--- config.mk ---
export PLATFORM = sky130hd
export DESIGN_NAME = bwc_regs
export DESIGN_NICKNAME = d
export VERILOG_FILES = /design/src/hw/bwc_pkg.sv /design/src/hw/bwc_regs.sv /design/src/hw/bwc_window_match.sv
export SDC_FILE = /design/constraint.sdc
export NUM_CORES = 1
export LEC_CHECK = 0
export BUFFER_PORTS_ARGS = -buffer_cell sky130_fd_sc_hd__buf_2
export CAP_MARGIN = 20
export CORE_MARGIN = 4
export CORE_UTILIZATION = 55
export CTS_CLUSTER_SIZE = 25
export DETAILED_ROUTE_END_ITERATION = 10
export GPL_TIMING_DRIVEN = 1
export PLACE_DENSITY_LB_ADDON = 0.3
export REMOVE_ABC_BUFFERS = 1
export SLEW_MARGIN = 0
export SYNTH_ARGS = -nofsm -noshare
export SYNTH_HDL_FRONTEND = slang
export SYNTH_SLANG_ARGS = --single-unit
--- constraint.sdc ---
create_clock -name clk_sys_in -period 6.42 [get_ports clk_sys_in]
set_input_delay 0.963 -clock clk_sys_in [delete_from_list [all_inputs] [get_ports clk_sys_in]]
set_output_delay 0.963 -clock clk_sys_in [all_outputs]
set_load 0.005 [all_outputs]
--- src/hw/bwc_pkg.sv ---
package bwc_pkg;
  localparam logic [7:0] BWC_OFF_PF_BASE_LIMIT = 8'h24;
  localparam logic [7:0] BWC_OFF_PF_BASE_UPPER = 8'h28;
  localparam logic [7:0] BWC_OFF_PF_LIMIT_UPPER = 8'h2c;
  localparam logic [7:0] BWC_OFF_IO_UPPER = 8'h30;
  localparam logic [7:0] BWC_OFF_CAP_PTR = 8'h34;
  localparam logic [7:0] BWC_OFF_EXP_ROM = 8'h38;
  localparam int BWC_BASE_CAP_LSB = 0;
  localparam int BWC_BASE_ADDR_LSB = 4;
  localparam int BWC_LIMIT_CAP_LSB = 16;
  localparam int BWC_LIMIT_ADDR_LSB = 20;
  localparam logic [3:0] BWC_CAP_32BIT = 4'h0;
  localparam logic [3:0] BWC_CAP_64BIT = 4'h1;
  localparam logic [3:0] BWC_CAP_RESET = 4'h1;
  localparam logic [11:0] BWC_ADDR12_RESET = 12'h000;
  localparam logic [31:0] BWC_WORD_RESET = 32'h0000_0000;
  localparam logic [19:0] BWC_BASE_LOW_FILL = 20'h00000;
  localparam logic [19:0] BWC_LIMIT_LOW_FILL = 20'hfffff;
  localparam logic [7:0] BWC_CAP_PTR_PCIX = 8'h48;
  localparam logic [7:0] BWC_CAP_PTR_PCIE = 8'h40;
endpackage : bwc_pkg

--- src/hw/bwc_regs.sv ---
module bwc_regs
  import bwc_pkg::*;
(
  input wire logic clk_sys_in,            // 50 MHz clock.
  input wire logic rstn_in,               // Synchronous reset, active low.
  input wire logic pcie_side_in,          // High selects the PCI Express pointer value.
  input wire logic [7:0] addr_in,         // Register byte address.
  input wire logic [31:0] wdata_in,       // Write data.
  input wire logic wr_in,                 // Write strobe.
  input wire logic rd_in,                 // Read strobe.
  output logic [31:0] rdata_out,          // Read data, cycle after strobe.
  input wire logic ee_load_in,            // EEPROM preload strobe.
  input wire logic [7:0] ee_addr_in,      // EEPROM preload address.
  input wire logic [31:0] ee_data_in,     // EEPROM preload data.
  input wire logic req_valid_in,          // Memory request strobe.
  input wire logic req_from_down_in,      // High when request comes from downstream.
  input wire logic req_prefetch_in,       // Request is prefetchable memory.
  input wire logic [63:0] req_addr_in,    // Request address.
  output logic fwd_valid_out,             // Decision is valid.
  output logic fwd_out,                   // Forward the request.
  output logic [63:0] pf_base_out,        // Full prefetchable base.
  output logic [63:0] pf_limit_out,       // Full prefetchable limit.
  output logic [31:0] io_base_hi_out,     // I/O base address 31:16 in high half.
  output logic [31:0] io_limit_hi_out,    // I/O limit address 31:16 in high half.
  output logic pf_inverted_out            // Prefetchable window inverted.
);
  logic [3:0] base_cap_reg;
  logic [3:0] limit_cap_reg;
  logic [11:0] base_addr_reg;
  logic [11:0] limit_addr_reg;
  logic [31:0] base_upper_reg;
  logic [31:0] limit_upper_reg;
  logic [15:0] io_base_reg;
  logic [15:0] io_limit_reg;
  logic [31:0] rdata_next;
  logic [63:0] base_full;
  logic [63:0] limit_full;
  logic hit;
  logic inverted;
  logic wr_any;
  logic [7:0] wr_addr;
  logic [31:0] wr_data;
  logic base_is_64;
  logic limit_is_64;

  // A configuration write wins over an EEPROM load in the same cycle.
  always_comb begin
    wr_any = wr_in || ee_load_in;
    wr_addr = wr_in ? addr_in : ee_addr_in;
    wr_data = wr_in ? wdata_in : ee_data_in;
    base_is_64 = base_cap_reg == BWC_CAP_64BIT;
    limit_is_64 = limit_cap_reg == BWC_CAP_64BIT;
  end

  // Capability fields are read-only to software; only the preload changes them.
  always_ff @(posedge clk_sys_in) begin
    if (!rstn_in) begin
      base_cap_reg <= BWC_CAP_RESET;
      limit_cap_reg <= BWC_CAP_RESET;
    end else if (ee_load_in && ee_addr_in == BWC_OFF_PF_BASE_LIMIT) begin
      base_cap_reg <= (ee_data_in[BWC_BASE_CAP_LSB +: 4] == BWC_CAP_32BIT)
        ? BWC_CAP_32BIT : BWC_CAP_64BIT;
      limit_cap_reg <= (ee_data_in[BWC_LIMIT_CAP_LSB +: 4] == BWC_CAP_32BIT)
        ? BWC_CAP_32BIT : BWC_CAP_64BIT;
    end
  end

  always_ff @(posedge clk_sys_in) begin
    if (!rstn_in) begin
      base_addr_reg <= BWC_ADDR12_RESET;
      limit_addr_reg <= BWC_ADDR12_RESET;
    end else if (wr_any && wr_addr == BWC_OFF_PF_BASE_LIMIT) begin
      base_addr_reg <= wr_data[BWC_BASE_ADDR_LSB +: 12];
      limit_addr_reg <= wr_data[BWC_LIMIT_ADDR_LSB +: 12];
    end
  end

  // Upper halves are held at zero while their side is 32-bit.
  always_ff @(posedge clk_sys_in) begin
    if (!rstn_in) begin
      base_upper_reg <= BWC_WORD_RESET;
    end else if (!base_is_64) begin
      base_upper_reg <= BWC_WORD_RESET;
    end else if (wr_any && wr_addr == BWC_OFF_PF_BASE_UPPER) begin
      base_upper_reg <= wr_data;
    end
  end

  always_ff @(posedge clk_sys_in) begin
    if (!rstn_in) begin
      limit_upper_reg <= BWC_WORD_RESET;
    end else if (!limit_is_64) begin
      limit_upper_reg <= BWC_WORD_RESET;
    end else if (wr_any && wr_addr == BWC_OFF_PF_LIMIT_UPPER) begin
      limit_upper_reg <= wr_data;
    end
  end

  always_ff @(posedge clk_sys_in) begin
    if (!rstn_in) begin
      io_base_reg <= BWC_WORD_RESET[15:0];
      io_limit_reg <= BWC_WORD_RESET[31:16];
    end else if (wr_any && wr_addr == BWC_OFF_IO_UPPER) begin
      io_base_reg <= wr_data[15:0];
      io_limit_reg <= wr_data[31:16];
    end
  end

  always_comb begin
    base_full = {base_upper_reg, base_addr_reg, BWC_BASE_LOW_FILL};
    limit_full = {limit_upper_reg, limit_addr_reg, BWC_LIMIT_LOW_FILL};
  end

  bwc_window_match u_match (
    .addr_in(req_addr_in),
    .base_in(base_full),
    .limit_in(limit_full),
    .hit_out(hit),
    .inverted_out(inverted)
  );

  // Unmapped addresses read zero.
  always_comb begin
    rdata_next = BWC_WORD_RESET;
    case (addr_in)
      BWC_OFF_PF_BASE_LIMIT: begin
        rdata_next = {limit_addr_reg, limit_cap_reg, base_addr_reg, base_cap_reg};
      end
      BWC_OFF_PF_BASE_UPPER: begin
        rdata_next = base_upper_reg;
      end
      BWC_OFF_PF_LIMIT_UPPER: begin
        rdata_next = limit_upper_reg;
      end
      BWC_OFF_IO_UPPER: begin
        rdata_next = {io_limit_reg, io_base_reg};
      end
      BWC_OFF_CAP_PTR: begin
        rdata_next = {24'h000000, pcie_side_in ? BWC_CAP_PTR_PCIE : BWC_CAP_PTR_PCIX};
      end
      BWC_OFF_EXP_ROM: begin
        rdata_next = BWC_WORD_RESET;
      end
      default: begin
        rdata_next = BWC_WORD_RESET;
      end
    endcase
  end

  always_ff @(posedge clk_sys_in) begin
    if (!rstn_in) begin
      rdata_out <= BWC_WORD_RESET;
    end else if (rd_in) begin
      rdata_out <= rdata_next;
    end else begin
      rdata_out <= BWC_WORD_RESET;
    end
  end

  // Forwarding decision, one cycle after the request.
  always_ff @(posedge clk_sys_in) begin
    if (!rstn_in) begin
      fwd_valid_out <= 1'b0;
      fwd_out <= 1'b0;
    end else begin
      fwd_valid_out <= req_valid_in;
      if (!req_valid_in) begin
        fwd_out <= 1'b0;
      end else if (req_from_down_in) begin
        fwd_out <= 1'b1;
      end else if (req_prefetch_in) begin
        fwd_out <= !inverted && hit;
      end else begin
        fwd_out <= 1'b0;
      end
    end
  end

  always_ff @(posedge clk_sys_in) begin
    if (!rstn_in) begin
      pf_base_out <= {BWC_WORD_RESET, BWC_WORD_RESET};
      pf_limit_out <= {BWC_WORD_RESET, BWC_WORD_RESET};
      io_base_hi_out <= BWC_WORD_RESET;
      io_limit_hi_out <= BWC_WORD_RESET;
      pf_inverted_out <= 1'b0;
    end else begin
      pf_base_out <= base_full;
      pf_limit_out <= limit_full;
      io_base_hi_out <= {io_base_reg, 16'h0000};
      io_limit_hi_out <= {io_limit_reg, 16'h0000};
      pf_inverted_out <= inverted;
    end
  end
endmodule : bwc_regs

--- src/hw/bwc_window_match.sv ---
module bwc_window_match
  import bwc_pkg::*;
(
  input wire logic [63:0] addr_in,   // Request address.
  input wire logic [63:0] base_in,   // Window base.
  input wire logic [63:0] limit_in,  // Window limit.
  output logic hit_out,              // Address inside window.
  output logic inverted_out          // Limit below base.
);
  always_comb begin
    inverted_out = limit_in < base_in;
    hit_out = (addr_in >= base_in) && (addr_in <= limit_in);
  end
endmodule : bwc_window_match

Word-level counts from Yosys, hierarchy flattened
Index checks and enable logic that the tools add are counted.

storage, ports and cells
  register bits = 355
  input bits = 153
  output and inout port bits = 227
  word-level logic and storage cells = 59

operators by class
  order comparisons = 3
  equal/unequal tests = 12
  mux-type cells = 9
  reductions and logical operators = 15

operator list
  operator              number
  $pmux W32 S5          1
  $eq A8 B6 Y1 const B  10
  $ge A64 B64 Y1        1
  $le A64 B64 Y1        1
  $lt A64 B64 Y1        1
  $mux W32              1
  $mux W20              1
  $eq A4 B1 Y1 const B  2
  $logic_not A4 Y1      2
  $mux W8               1
  $reduce_and A2 Y1     4
  $logic_and A1 B1 Y1   7
  $mux W1               4
  $mux W4               1
  $logic_not A1 Y1      1
  $logic_or A1 B1 Y1    1

Longest topological paths before layout
Gate-level depths: netlist of the first run.

  depth after elaboration = 5
  gate-level depth with buffers = 9
  depth with buffers taken out = 9

Modules after synthesis
Synthesis of the first run repeated with hierarchy kept, for this count alone.

second synthesis, totals
  cell total of the unflattened synthesis = 1635
  area, all modules = 14956.8 um2

modules (own cells, without submodules)
  module            times used  cells an instance  area an instance (um2)  seq. area each (um2)
  bwc_regs          1           1014               10408.7                 5565.3
  bwc_window_match  1           621                4548.1                  0.0

Worst setup path after synthesis of the first run
OpenSTA, ideal clock, no wires.

  kind = input port to flip-flop
  start point = in req_addr_in[61]
  end point = reg fwd_out
  setup time = 86 ps
  arrival time = 2652 ps
  required time = 6334 ps
  path slack = 3683 ps
  cell stages on the path = 8
  path buffers = 0
  path through = ha_1 > nand4_1 > or4_1 > nand2b_1 > or3_1 > o21ai_1 > a21oi_1 > a211oi_1

between the ends
  longest elaborated chain between the ends = 5
  elaborated cells between the ends (all ways) = 6

RTL lines
  what                                                     RTL line                text
  start: declaration                                       bwc_regs.sv:18          input wire logic [63:0] req_addr_in,
  $ge A64 B64 Y1 / $le A64 B64 Y1 (equally long branches)  bwc_window_match.sv:12  hit_out = (addr_in >= base_in) && (addr_in <= limit_in);
  $logic_and A1 B1 Y1 (*)                                  bwc_window_match.sv:12
  $logic_and A1 B1 Y1 (*)                                  bwc_regs.sv:172         fwd_out <= !inverted && hit;
  $mux W1 (*)                                              bwc_regs.sv:171         end else if (req_prefetch_in) begin
  $mux W1 (*)                                              bwc_regs.sv:169         end else if (req_from_down_in) begin
  end signal: assignment                                   bwc_regs.sv:172
  end: declaration                                         bwc_regs.sv:20          output logic fwd_out,

Every way passes the cells marked *; elsewhere a longest branch is shown, timed or not.
A chain may end at the register's enable or synchronous reset.

Final worst setup path of the first run
  start point = in addr_in[7]
  end point = reg rdata_out[24]

between the ends
  longest elaborated chain between the ends = 2
  elaborated cells between the ends (all ways) = 6

RTL lines
  what                    RTL line         text
  start: declaration      bwc_regs.sv:7    input wire logic [7:0] addr_in,
  $eq A8 B6 Y1            bwc_regs.sv:125  case (addr_in)
  $pmux W32 S5 (*)        bwc_regs.sv:125
  end signal: assignment  bwc_regs.sv:154  rdata_out <= rdata_next;
  end: declaration        bwc_regs.sv:11   output logic [31:0] rdata_out,

Marked as above.

==> qor.yml, run 1 <==
setup_path:
  cp-end-kind: "flop"
  cp_num_cells: 8
  startpoint_type: "input pin"
  cpMaxStageDelayCell: "nor3b_2"
  reg2reg_depth: 9
  worstPathArrival_ns: 3.53
  critical_path.top_delay_family: "simple AND/OR/NAND/NOR gates"
  critPathMaxFanout: 20
  worst-path-buf-inv: 2
  cp.required_ns: 6.89
  r2r_end: "fwd_out"
  rrSetupSlack_ns: 3.53
  path_cells: "buf_2 -> nor4_1 -> and2_1 -> nand2_1 -> nor3b_2 -> buf_4 -> a222oi_1 -> a21oi_1"
  criticalPathCategory: "in2reg"
  rr_startpoint: "base_upper_reg[23]"
  max_stage_delay_ns: 0.89
power_and_ir_drop:
  internal-power_uw: 2840
  pwr-share-seq: 0.471
  sw_frac_of_total: 0.228
  irDropWorstVdd_uv: 207
  p_total_uw: 3680
  clkPwrFrac: 0.456
  comb_power_share: 0.072
  p_switching_uw: 840
  pwr_density_cell_nw_per_um2: 242
  p_leak_uw: 0.00658
yosys:
  ys.warnings.count: 0
  yosysUniqueCellTypes: 48
  synth_cells: 1386
  synth_async_sr_flop_share: 0
  ys_ff_latch: 278
  netlist_area_um2: 12700
  synthFlopType: "dfxtp_1"
  yosys.area.top_type: "dfxtp_1"
  yosys-top-cells-area: "dfxtp_1 44%, ha_1 13%, a211oi_1 7.5%"
  netlist.area_leader.share: 0.437
  synth_edf_count: 0
  yosysMostFrequentCell: "dfxtp_1"
  yosysSeqAreaShare: 0.437
  synthTopCellsByCount: "278 x dfxtp_1, 227 x nor2_1, 131 x ha_1"
  synth_area_per_cell_um2: 9.19
worst_hold_path:
  worstHoldPathType: "reg2reg"
  hp-start: "io_limit_reg[7]"
  hold_path_end: "io_limit_hi_out[23]"
  whs_path_depth: 1
global_routing:
  grt-ovfl-total: 0
  antenna_found_initial: 2
  grt.total_usage: 0.294
  grt_max_degree: 96
  grt_pass1_wl_um: 60600
  grt_pass1_vias: 11100
route:
  vias: 11200
  routed_wl_um: 39500
  viasPerCell: 5.68
  first_iter_violations: 950
  antenna_left: 0
  drt_pre_antenna_iters: 5
  drc: 0
  routedWlPerCell_um: 20.0
clocking:
  clock-root-buffer: "clkbuf_16"
  post_cts_buffers: 0
  clk_path_buf_depth: 3
  cts_hold_buf: 0
  clkLatencyLatePin_ns: 0.54
  cts_resized: 0
  cts.htree.levels: 1
  clkTransAtPathRegs_ns: 0.06
  cts_made_buffers: 29
  clock_sinks: 278
  tritoncts: "yes"
status:
  status: "finished, final reports clean"
die:
  row_count: 55
  design.core.area_um2: 22700
  die_h_um: 160
  ios: 380
  initial_core_util: 0.561
  die_width_um: 160
  dieArea_um2: 25700
placement:
  dp_hpwl_um: 28900
  place.gp.congestion: 0.890
  pre_cts_slack_ns: 2.39
  port_buffers: 327
sta:
  grt_setup_unrepaired: "no"
  finalClockSkew_ns: 0.0181
  setup_slack_ns: 3.36
  post-route-min-period_ns: 3.06
  worst_pin_slew_ns: 1.07
  fmax_ghz: 0.327
  timing.slew.headroom: 0.280
  finalHoldViolCount: 0
  slew_violations: 0
  fin_crit_sh: 0.477
  setup_viol: 0
  setup_tns_ns: 0
finish:
  fill_cells: 1879
  largest_reg_flops: 45
  largest_register: "pf_limit_out"
  finalCoreUtilization: 0.669
  drive_above_1_share: 0.238
  area_growth_syn_to_layout_pct: 19.2
  nets: 1956
  reg.largest.list: "pf_limit_out x45, pf_base_out x44"
run:
  max_cap_violations: 0
-- worst max-delay path by stage --
stage,end,startpoint,slack [ns]
after global routing,rdata_out[24],addr_in[7],3.25
after detailed placement,limit_upper_reg[23],wr_in,2.39
after floorplan,io_base_reg[0],ee_addr_in[0],-0.92
after global placement,limit_upper_reg[29],addr_in[7],2.52
final,rdata_out[24],addr_in[7],3.36
after CTS,limit_upper_reg[28],wr_in,2.95
-- kinds of logic after synthesis --
| group | synth area share |
|---|---|
| AO/OA/AOI/OAI | 0.163 |
| adder cells (fa/ha/maj) | 0.129 |
| buffers and inverters | 0.0943 |
| flip-flops | 0.437 |
| multiplexers | 0.0286 |
| other | 0.000294 |
| AND/OR/NAND/NOR | 0.149 |
-- power by group through the flow --
| stage | Sequential (uW) | Clock (uW) | Combinational [uW] |
|---|---|---|---|
| 2_1_floorplan | 1770 | 0 | 126 |
| 3_3_place_gp | 1770 | 0 | 253 |
| 3_5_place_dp | 1770 | 0 | 260 |
| 4_1_cts | 1740 | 1700 | 262 |
| 5_1_grt | 1740 | 1780 | 292 |
| 6_report | 1740 | 1680 | 266 |
-- final cells by class --
type	instances	area, um^2	share of cell area
Tap cell	285	357	0.0235
Antenna cell	2	5.00	0.000329
Multi-Input combinational cell	928	6190	0.408
Clock buffer	38	820	0.0540
Sequential cell	278	5570	0.366
Clock inverter	11	134	0.00881
Inverter	91	344	0.0227
Timing Repair Buffer	344	1770	0.117
-- worst register-to-register path, stage by stage (launching register included) --
cell and delay (ns):
dfxtp_1 0.36, inv_1 0.09, ha_1 0.32, nand4_1 0.16, or4_1 0.71, a211oi_1 0.54
a211o_1 0.23, a211o_1 0.14, a21oi_1 0.07, a211oi_1 0.20
-- per-stage QoR --
stage / instances / hold WS, ns / instance area (um^2)
3_5_place_dp: 1925 / 0.473 / 14200
5_1_grt: 1975 / 0.504 / 15200
2_1_floorplan: 1297 / 0.445 / 12100
6_report: 1977 / 0.489 / 15200
4_1_cts: 1974 / 0.494 / 15200
3_3_place_gp: 1925 / 0.469 / 14200
-- cells in the final DEF, fill, tap and decap left out, types with 15 or more instances in the layout --
cell type,n
clkbuf_16,29
ha_1,131
mux2i_1,33
a21oi_1,80
inv_1,90
a21o_1,15
o21ai_0,18
a222oi_1,30
conb_1,52
dfxtp_1,278
and2_1,35
nand4_1,31
nand2_1,62
buf_2,327
buf_4,16
nor2_1,227
a211oi_1,127
-- routing by layer --
metal	global-route usage	share of wire	routed length, um
met5	0	0.00053	21
met4	0.111	0.035	1370
met3	0.0604	0.098	3850
met2	0.487	0.46	18300
met1	0.378	0.40	15900
(Power assumes the default switching activity.)
==> inputs of run 2 (changes only) <==
--- a/config.mk
+++ b/config.mk
@@ -8,7 +8,7 @@
 export BUFFER_PORTS_ARGS = -buffer_cell sky130_fd_sc_hd__buf_2
 export CAP_MARGIN = 20
 export CORE_MARGIN = 4
-export CORE_UTILIZATION = 55
+export CORE_UTILIZATION = 52
 export CTS_CLUSTER_SIZE = 25
 export DETAILED_ROUTE_END_ITERATION = 10
 export GPL_TIMING_DRIVEN = 1
==> constraint.sdc (replaced) <==
create_clock -name clk_sys_in -period 3 [get_ports clk_sys_in]
set_input_delay 0.45 -clock clk_sys_in [delete_from_list [all_inputs] [get_ports clk_sys_in]]
set_output_delay 0.45 -clock clk_sys_in [all_outputs]
set_load 0.005 [all_outputs]
==> run 2 against run 1 <==
  * Sequential power is 110% higher
  * Critical path depth grew 1
  * Clock-buffer cell count did not move
  * Final cell count up 2.4%
  * First-iteration DRC count shrank 8.2%
  * Via count shrank 0.83%
  * Core utilization shrank 3.3 points
  * Hold slack got worse by 0.32 ns
  * Largest cell class unchanged
==> qor.yml, run 2 (synthesized netlist as in run 1, its figures left out) <==
finish:
  largest_reg_flops: 45
  final_common_cell: "buf_2"
  fin_area_um2: 15400
  mostFrequentLayoutCells: "327 x buf_2, 278 x dfxtp_1, 227 x nor2_1"
  largest_register: "pf_limit_out"
  finalCoreUtilization: 0.636
  drive_above_1_share: 0.241
  fill_cells: 2086
  area_growth_syn_to_layout_pct: 20.6
  reg.largest.list: "pf_limit_out x45, pf_base_out x44"
  nets: 1959
power_and_ir_drop:
  irDropWorstVdd_uv: 396
  pwr_density_cell_nw_per_um2: 514
  p_leak_uw: 0.00660
placement:
  port_buffers: 327
  dp_hpwl_um: 29200
  place.gp.congestion: 0.868
  placed_cell_area_um2: 14400
die:
  ios: 380
  dieArea_um2: 27100
  design.core.area_um2: 24200
  initial_core_util: 0.527
  row_count: 57
  die_width_um: 165
  die_h_um: 165
sta:
  setup_viol: 0
  hold_ws_ns: 0.167
  fin_crit_sh: 0.949
  post-route-min-period_ns: 2.85
  slew_violations: 0
  setup_tns_ns: 0
  fmax_ghz: 0.351
  finalClockSkew_ns: 0.00808
  finalHoldViolCount: 0
  grt_setup_unrepaired: "no"
  worst_pin_slew_ns: 0.842
  timing.slew.headroom: 0.424
route:
  antenna_left: 0
  drc: 0
  vias: 11100
  routed_wl_um: 39700
  drt_pre_antenna_iters: 7
  routedWlPerCell_um: 19.6
  viasPerCell: 5.50
  first_iter_violations: 872
setup_path:
  crit_start: "base_upper_reg[18]"
  path_cells: "inv_1 -> ha_1 -> nand4_1 -> or4_1 -> a211oi_1 -> a211o_1 -> a211o_1 -> a21oi_1 -> a211oi_1"
  criticalPathCategory: "reg2reg"
  cpMaxStageDelayCell: "or4_1"
  rrSetupSlack_ns: 0.15
  cp.required_ns: 3.46
  max_stage_delay_ns: 0.72
  startpoint_type: "flop"
  cp-endpoint: "fwd_out"
  r2r_end: "fwd_out"
  reg2reg_depth: 9
  critPathMaxFanout: 4
  worstPathArrival_ns: 3.31
  rr_startpoint: "base_upper_reg[18]"
  cp-end-kind: "flop"
clocking:
  clock_sinks: 278
  clock-root-buffer: "clkbuf_16"
  clk_path_buf_depth: 3
  tritoncts: "yes"
  post_cts_buffers: 0
  clkTransAtPathRegs_ns: 0.06
  cts_resized: 0
  cts.htree.levels: 1
  cts_made_buffers: 29
  clkLatencyLatePin_ns: 0.54
  cts_hold_buf: 0
worst_hold_path:
  worstHoldPathType: "in2reg"
global_routing:
  grt_pass1_vias: 10900
  grt-ovfl-total: 0
  grt_pass1_wl_um: 59500
  grt.total_usage: 0.282
  antenna_found_initial: 6
  grt_max_degree: 67
run:
  max_cap_violations: 0
status:
  status: "finished, final reports clean"
run 2: layout make-up:
| cell class | instances | area [um^2] | share of cell area |
|---|---|---|---|
| clock inverters | 15 | 148 | 0.00961 |
| clock buffers | 38 | 820 | 0.0533 |
| well taps | 324 | 405 | 0.0264 |
| inverters | 91 | 344 | 0.0224 |
| flip-flops and latches | 278 | 5570 | 0.362 |
| repair buffers | 347 | 1890 | 0.123 |
| multi-input cells | 928 | 6190 | 0.403 |
| diodes | 3 | 7.51 | 0.000488 |
run 2: worst min path at each step:
stage	from	to	slack [ns]	depth (start not counted)
after floorplan	base_addr_reg[2]	rdata_out[6]	0.45	2
after global placement	io_limit_reg[7]	io_limit_hi_out[23]	0.47	1
after detailed placement	io_base_reg[8]	io_base_hi_out[24]	0.47	1
after CTS	ee_data_in[18]	limit_cap_reg[0]	0.15	3
after global routing	ee_data_in[18]	limit_cap_reg[0]	0.16	3
final	ee_data_in[18]	limit_cap_reg[0]	0.17	3
run 2: metrics by stage:
step / instances / power [uW] / worst slack [ns]
6_report: 2024 / 7900 / 0.154
3_5_place_dp: 1968 / 4370 / 0.135
5_1_grt: 2023 / 8170 / 0.00979
2_1_floorplan: 1297 / 4070 / -3.83
3_3_place_gp: 1968 / 4360 / 0.130
4_1_cts: 2021 / 7920 / 0.119
run 2: metal layers:
layer	up-vias	track usage	routed length, um
met4	6	0.112	1540
li1	5371	-	-
met3	83	0.0489	3680
met2	539	0.473	18500
met1	5129	0.361	16000
met5	-	0	26
run 2: critical path: cells and delay by family, from the launching register on:
family | cells | cell delay [ns]
compound gates | 5 | 1.11
fa+ha+maj | 1 | 0.31
buf+inv | 1 | 0.10
flops | 1 | 0.37
simple gates | 2 | 0.88
run 2: power breakdown:
| group | switching, uW | internal (uW) |
|---|---|---|
| combinational | 358 | 223 |
| sequential | 11.5 | 3700 |
| clock | 1510 | 2100 |
| total | 1880 | 6030 |
==> inputs of run 3 (changes only) <==
--- a/config.mk
+++ b/config.mk
@@ -8,8 +8,8 @@
 export BUFFER_PORTS_ARGS = -buffer_cell sky130_fd_sc_hd__buf_2
 export CAP_MARGIN = 20
 export CORE_MARGIN = 4
-export CORE_UTILIZATION = 52
-export CTS_CLUSTER_SIZE = 25
+export CORE_UTILIZATION = 49
+export CTS_CLUSTER_SIZE = 8
 export DETAILED_ROUTE_END_ITERATION = 10
 export GPL_TIMING_DRIVEN = 1
 export PLACE_DENSITY_LB_ADDON = 0.3
@@ -17,4 +17,5 @@
 export SLEW_MARGIN = 0
 export SYNTH_ARGS = -nofsm -noshare
 export SYNTH_HDL_FRONTEND = slang
+export SYNTH_HIERARCHICAL = 1
 export SYNTH_SLANG_ARGS = --single-unit
==> constraint.sdc (replaced) <==
create_clock -name clk_sys_in -period 2.4 [get_ports clk_sys_in]
set_input_delay 0.36 -clock clk_sys_in [delete_from_list [all_inputs] [get_ports clk_sys_in]]
set_output_delay 0.36 -clock clk_sys_in [all_outputs]
set_load 0.005 [all_outputs]
==> run 3 against run 2 <==
  * Area after synthesis is 17% higher
  * The flow now finishes with violations (setup timing)
  * Critical path type unchanged
  * Critical endpoint unchanged
  * Sequential power is 25% higher
  * Worst setup slack worse by 0.36 ns
  * Largest cell class unchanged
==> qor.yml, run 3 <==
clocking:
  cts_made_buffers: 40
  clock_sinks: 278
  clkLatencyLatePin_ns: 0.52
  tritoncts: "yes"
  cts.htree.levels: 2
  cts_hold_buf: 0
  clock-root-buffer: "clkbuf_16"
  clk_path_buf_depth: 3
  clkTransAtPathRegs_ns: 0.05
sta:
  fmax_ghz: 0.384
  fin_crit_sh: 1.09
  worst_pin_slew_ns: 1.00
  setup_viol: 1
  finalClockSkew_ns: 0.0177
  post-route-min-period_ns: 2.61
  finalHoldViolCount: 0
  setup_slack_ns: -0.206
  slew_violations: 0
  timing.slew.headroom: 0.314
  grt_setup_unrepaired: "yes"
global_routing:
  grt_pass1_vias: 13900
  antenna_found_initial: 9
  grt_pass1_wl_um: 74100
  grt_max_degree: 60
  grt-ovfl-total: 0
  grt.total_usage: 0.280
die:
  dieArea_um2: 33400
  row_count: 63
  initial_core_util: 0.501
  die_width_um: 183
  die_h_um: 183
  ios: 380
  design.core.area_um2: 29900
yosys:
  synth_simple_gate_area_share: 0.133
  synth_fa_ha_area_frac: 0.160
  yosysSeqAreaShare: 0.372
  synth_compound_area_frac: 0.147
  yosysUniqueCellTypes: 58
  synth_edf_count: 0
  synth_top_family_by_area: "adder cells"
  synth_cells: 1635
  synthFlopType: "dfxtp_1"
  yosys.area.top_type: "dfxtp_1"
  netlist.area_leader.share: 0.372
  netlist_area_um2: 15000
  yosysMostFrequentCell: "dfxtp_1"
  synth_xor_area_frac: 0
  yosys-top-cells-area: "dfxtp_1 37%, ha_1 16%, mux2i_1 7.8%"
  synth_async_sr_flop_share: 0
  ys.warnings.count: 6
  ys_ff_latch: 278
  synth_area_per_cell_um2: 9.15
  muxShareOfSynthArea: 0.0844
  synthTopCellsByCount: "278 x dfxtp_1, 191 x ha_1, 178 x inv_1"
run:
  max_cap_violations: 0
route:
  antenna_left: 0
  drc: 0
  routed_wl_um: 48900
  routedLengthMet1_um: 19900
  highest_layer: "met5"
  viasPerCell: 5.33
  drt_pre_antenna_iters: 5
  vias: 13600
  routed-wl-met2_um: 23100
  first_iter_violations: 920
  routedWlPerCell_um: 19.2
  met3_length_um: 4390
setup_path:
  worstPathArrival_ns: 3.07
  cp.required_ns: 2.86
  startpoint_type: "flop"
  cp-end-kind: "flop"
  critPathMaxFanout: 3
  criticalPathCategory: "reg2reg"
status:
  status: "finished, violations left"
  violations: "setup timing"
power_and_ir_drop:
  pwr_density_cell_nw_per_um2: 554
  p_leak_uw: 0.00956
  p_total_uw: 10800
  irDropWorstVdd_uv: 422
placement:
  pre_cts_slack_ns: -0.763
  dp_hpwl_um: 36400
  place.gp.congestion: 0.903
  port_buffers: 327
finish:
  largest_reg_flops: 45
  nets: 2498
  mostFrequentLayoutCells: "326 x buf_2, 263 x dfxtp_1, 177 x buf_4"
  final_common_cell: "buf_2"
  largest_register: "pf_limit_out"
  area_growth_syn_to_layout_pct: 30.6
  reg.largest.list: "pf_limit_out x45, pf_base_out x44"
  seqCellArea_um2: 5580
  drive_above_1_share: 0.292
  fill_cells: 2495
  multi_input_area_um2: 8620
worst_hold_path:
  worstHoldPathType: "in2reg"
-- run 3: changes by cell type after synthesis, moves of 29 or more --
cell,change
a211oi_1,-55
nand2_1,+45
a21oi_1,+58
nor2_1,-171
and2_1,+41
mux2i_1,+83
inv_1,+88
ha_1,+60
o22a_1,+29
a222oi_1,-30
-- run 3: stage by stage --
step           utilization  area, um^2  hold slack [ns]  std cells  setup TNS, ns
2_1_floorplan            -       14500            0.388       1601         -72.36
3_3_place_gp         0.606       18100            0.438       2501         -0.860
3_5_place_dp         0.606       18100            0.450       2501         -0.925
4_1_cts              0.645       19300           0.0867       2547         -0.249
5_1_grt              0.654       19500            0.101       2548         -0.405
6_report             0.654       19500            0.110       2550         -0.206
-- run 3: area by class of cell --
class,instances,area share
repair buffers,511,0.159
flip-flops and latches,278,0.286
clock buffers,43,0.0529
diodes,3,0.000384
clock inverters,2,0.000897
inverters,178,0.0343
multi-input cells,1145,0.441
well taps,390,0.0250
-- run 3: kinds of logic (layout without fill, tap and decap cells) --
family | after synthesis | after routing
mux | 125 | 125
other cells | 2 | 116
fa+ha+maj | 191 | 191
buf+inv | 323 | 734
simple gates | 374 | 374
compound gates | 342 | 342
flops | 278 | 278
-- run 3: path summary, 6_finish.rpt --
path / startpoint / endpoint / slack (ns) / cells past startpoint
worst max-delay path: limit_upper_reg[29] / fwd_out / -0.21 / 11
worst min-delay path: rstn_in / pf_limit_out[18] / 0.11 / 1
worst min register to register: io_base_reg[15] / io_base_hi_out[31] / 0.46 / 2
worst max register to register: limit_upper_reg[29] / fwd_out / -0.21 / 11
-- run 3: timing repair --
item / CTS / global route
buffers inserted: 1 / 0
gates resized for setup: 24 / 44
endpoints found under the setup margin: 2 / 2
pin swaps: 13 / 13
-- run 3: worst max-delay path, stage by stage, from the launching register on --
cell and delay (ns):
dfxtp_2 0.32, inv_1 0.06, ha_4 0.28, nand4_4 0.13, nor4_4 0.39, nand4_1 0.18, or3_4 0.36, or3_1 0.35
a22oi_1 0.20, nand2_1 0.07, nor2_1 0.10, o21a_1 0.11
-- run 3: per-layer routing --
layer  GRT usage  vias to the layer above
li1            -                     6554
met4      0.0919                       14
met5           0                        -
met1       0.348                     6332
met2       0.483                      586
met3      0.0604                      100
-- run 3: power by group --
part	internal [uW]	switching (uW)	leakage, uW
logic	524	693	0.00680
clock network	3000	1960	0.000517
registers	4640	11.0	0.00225
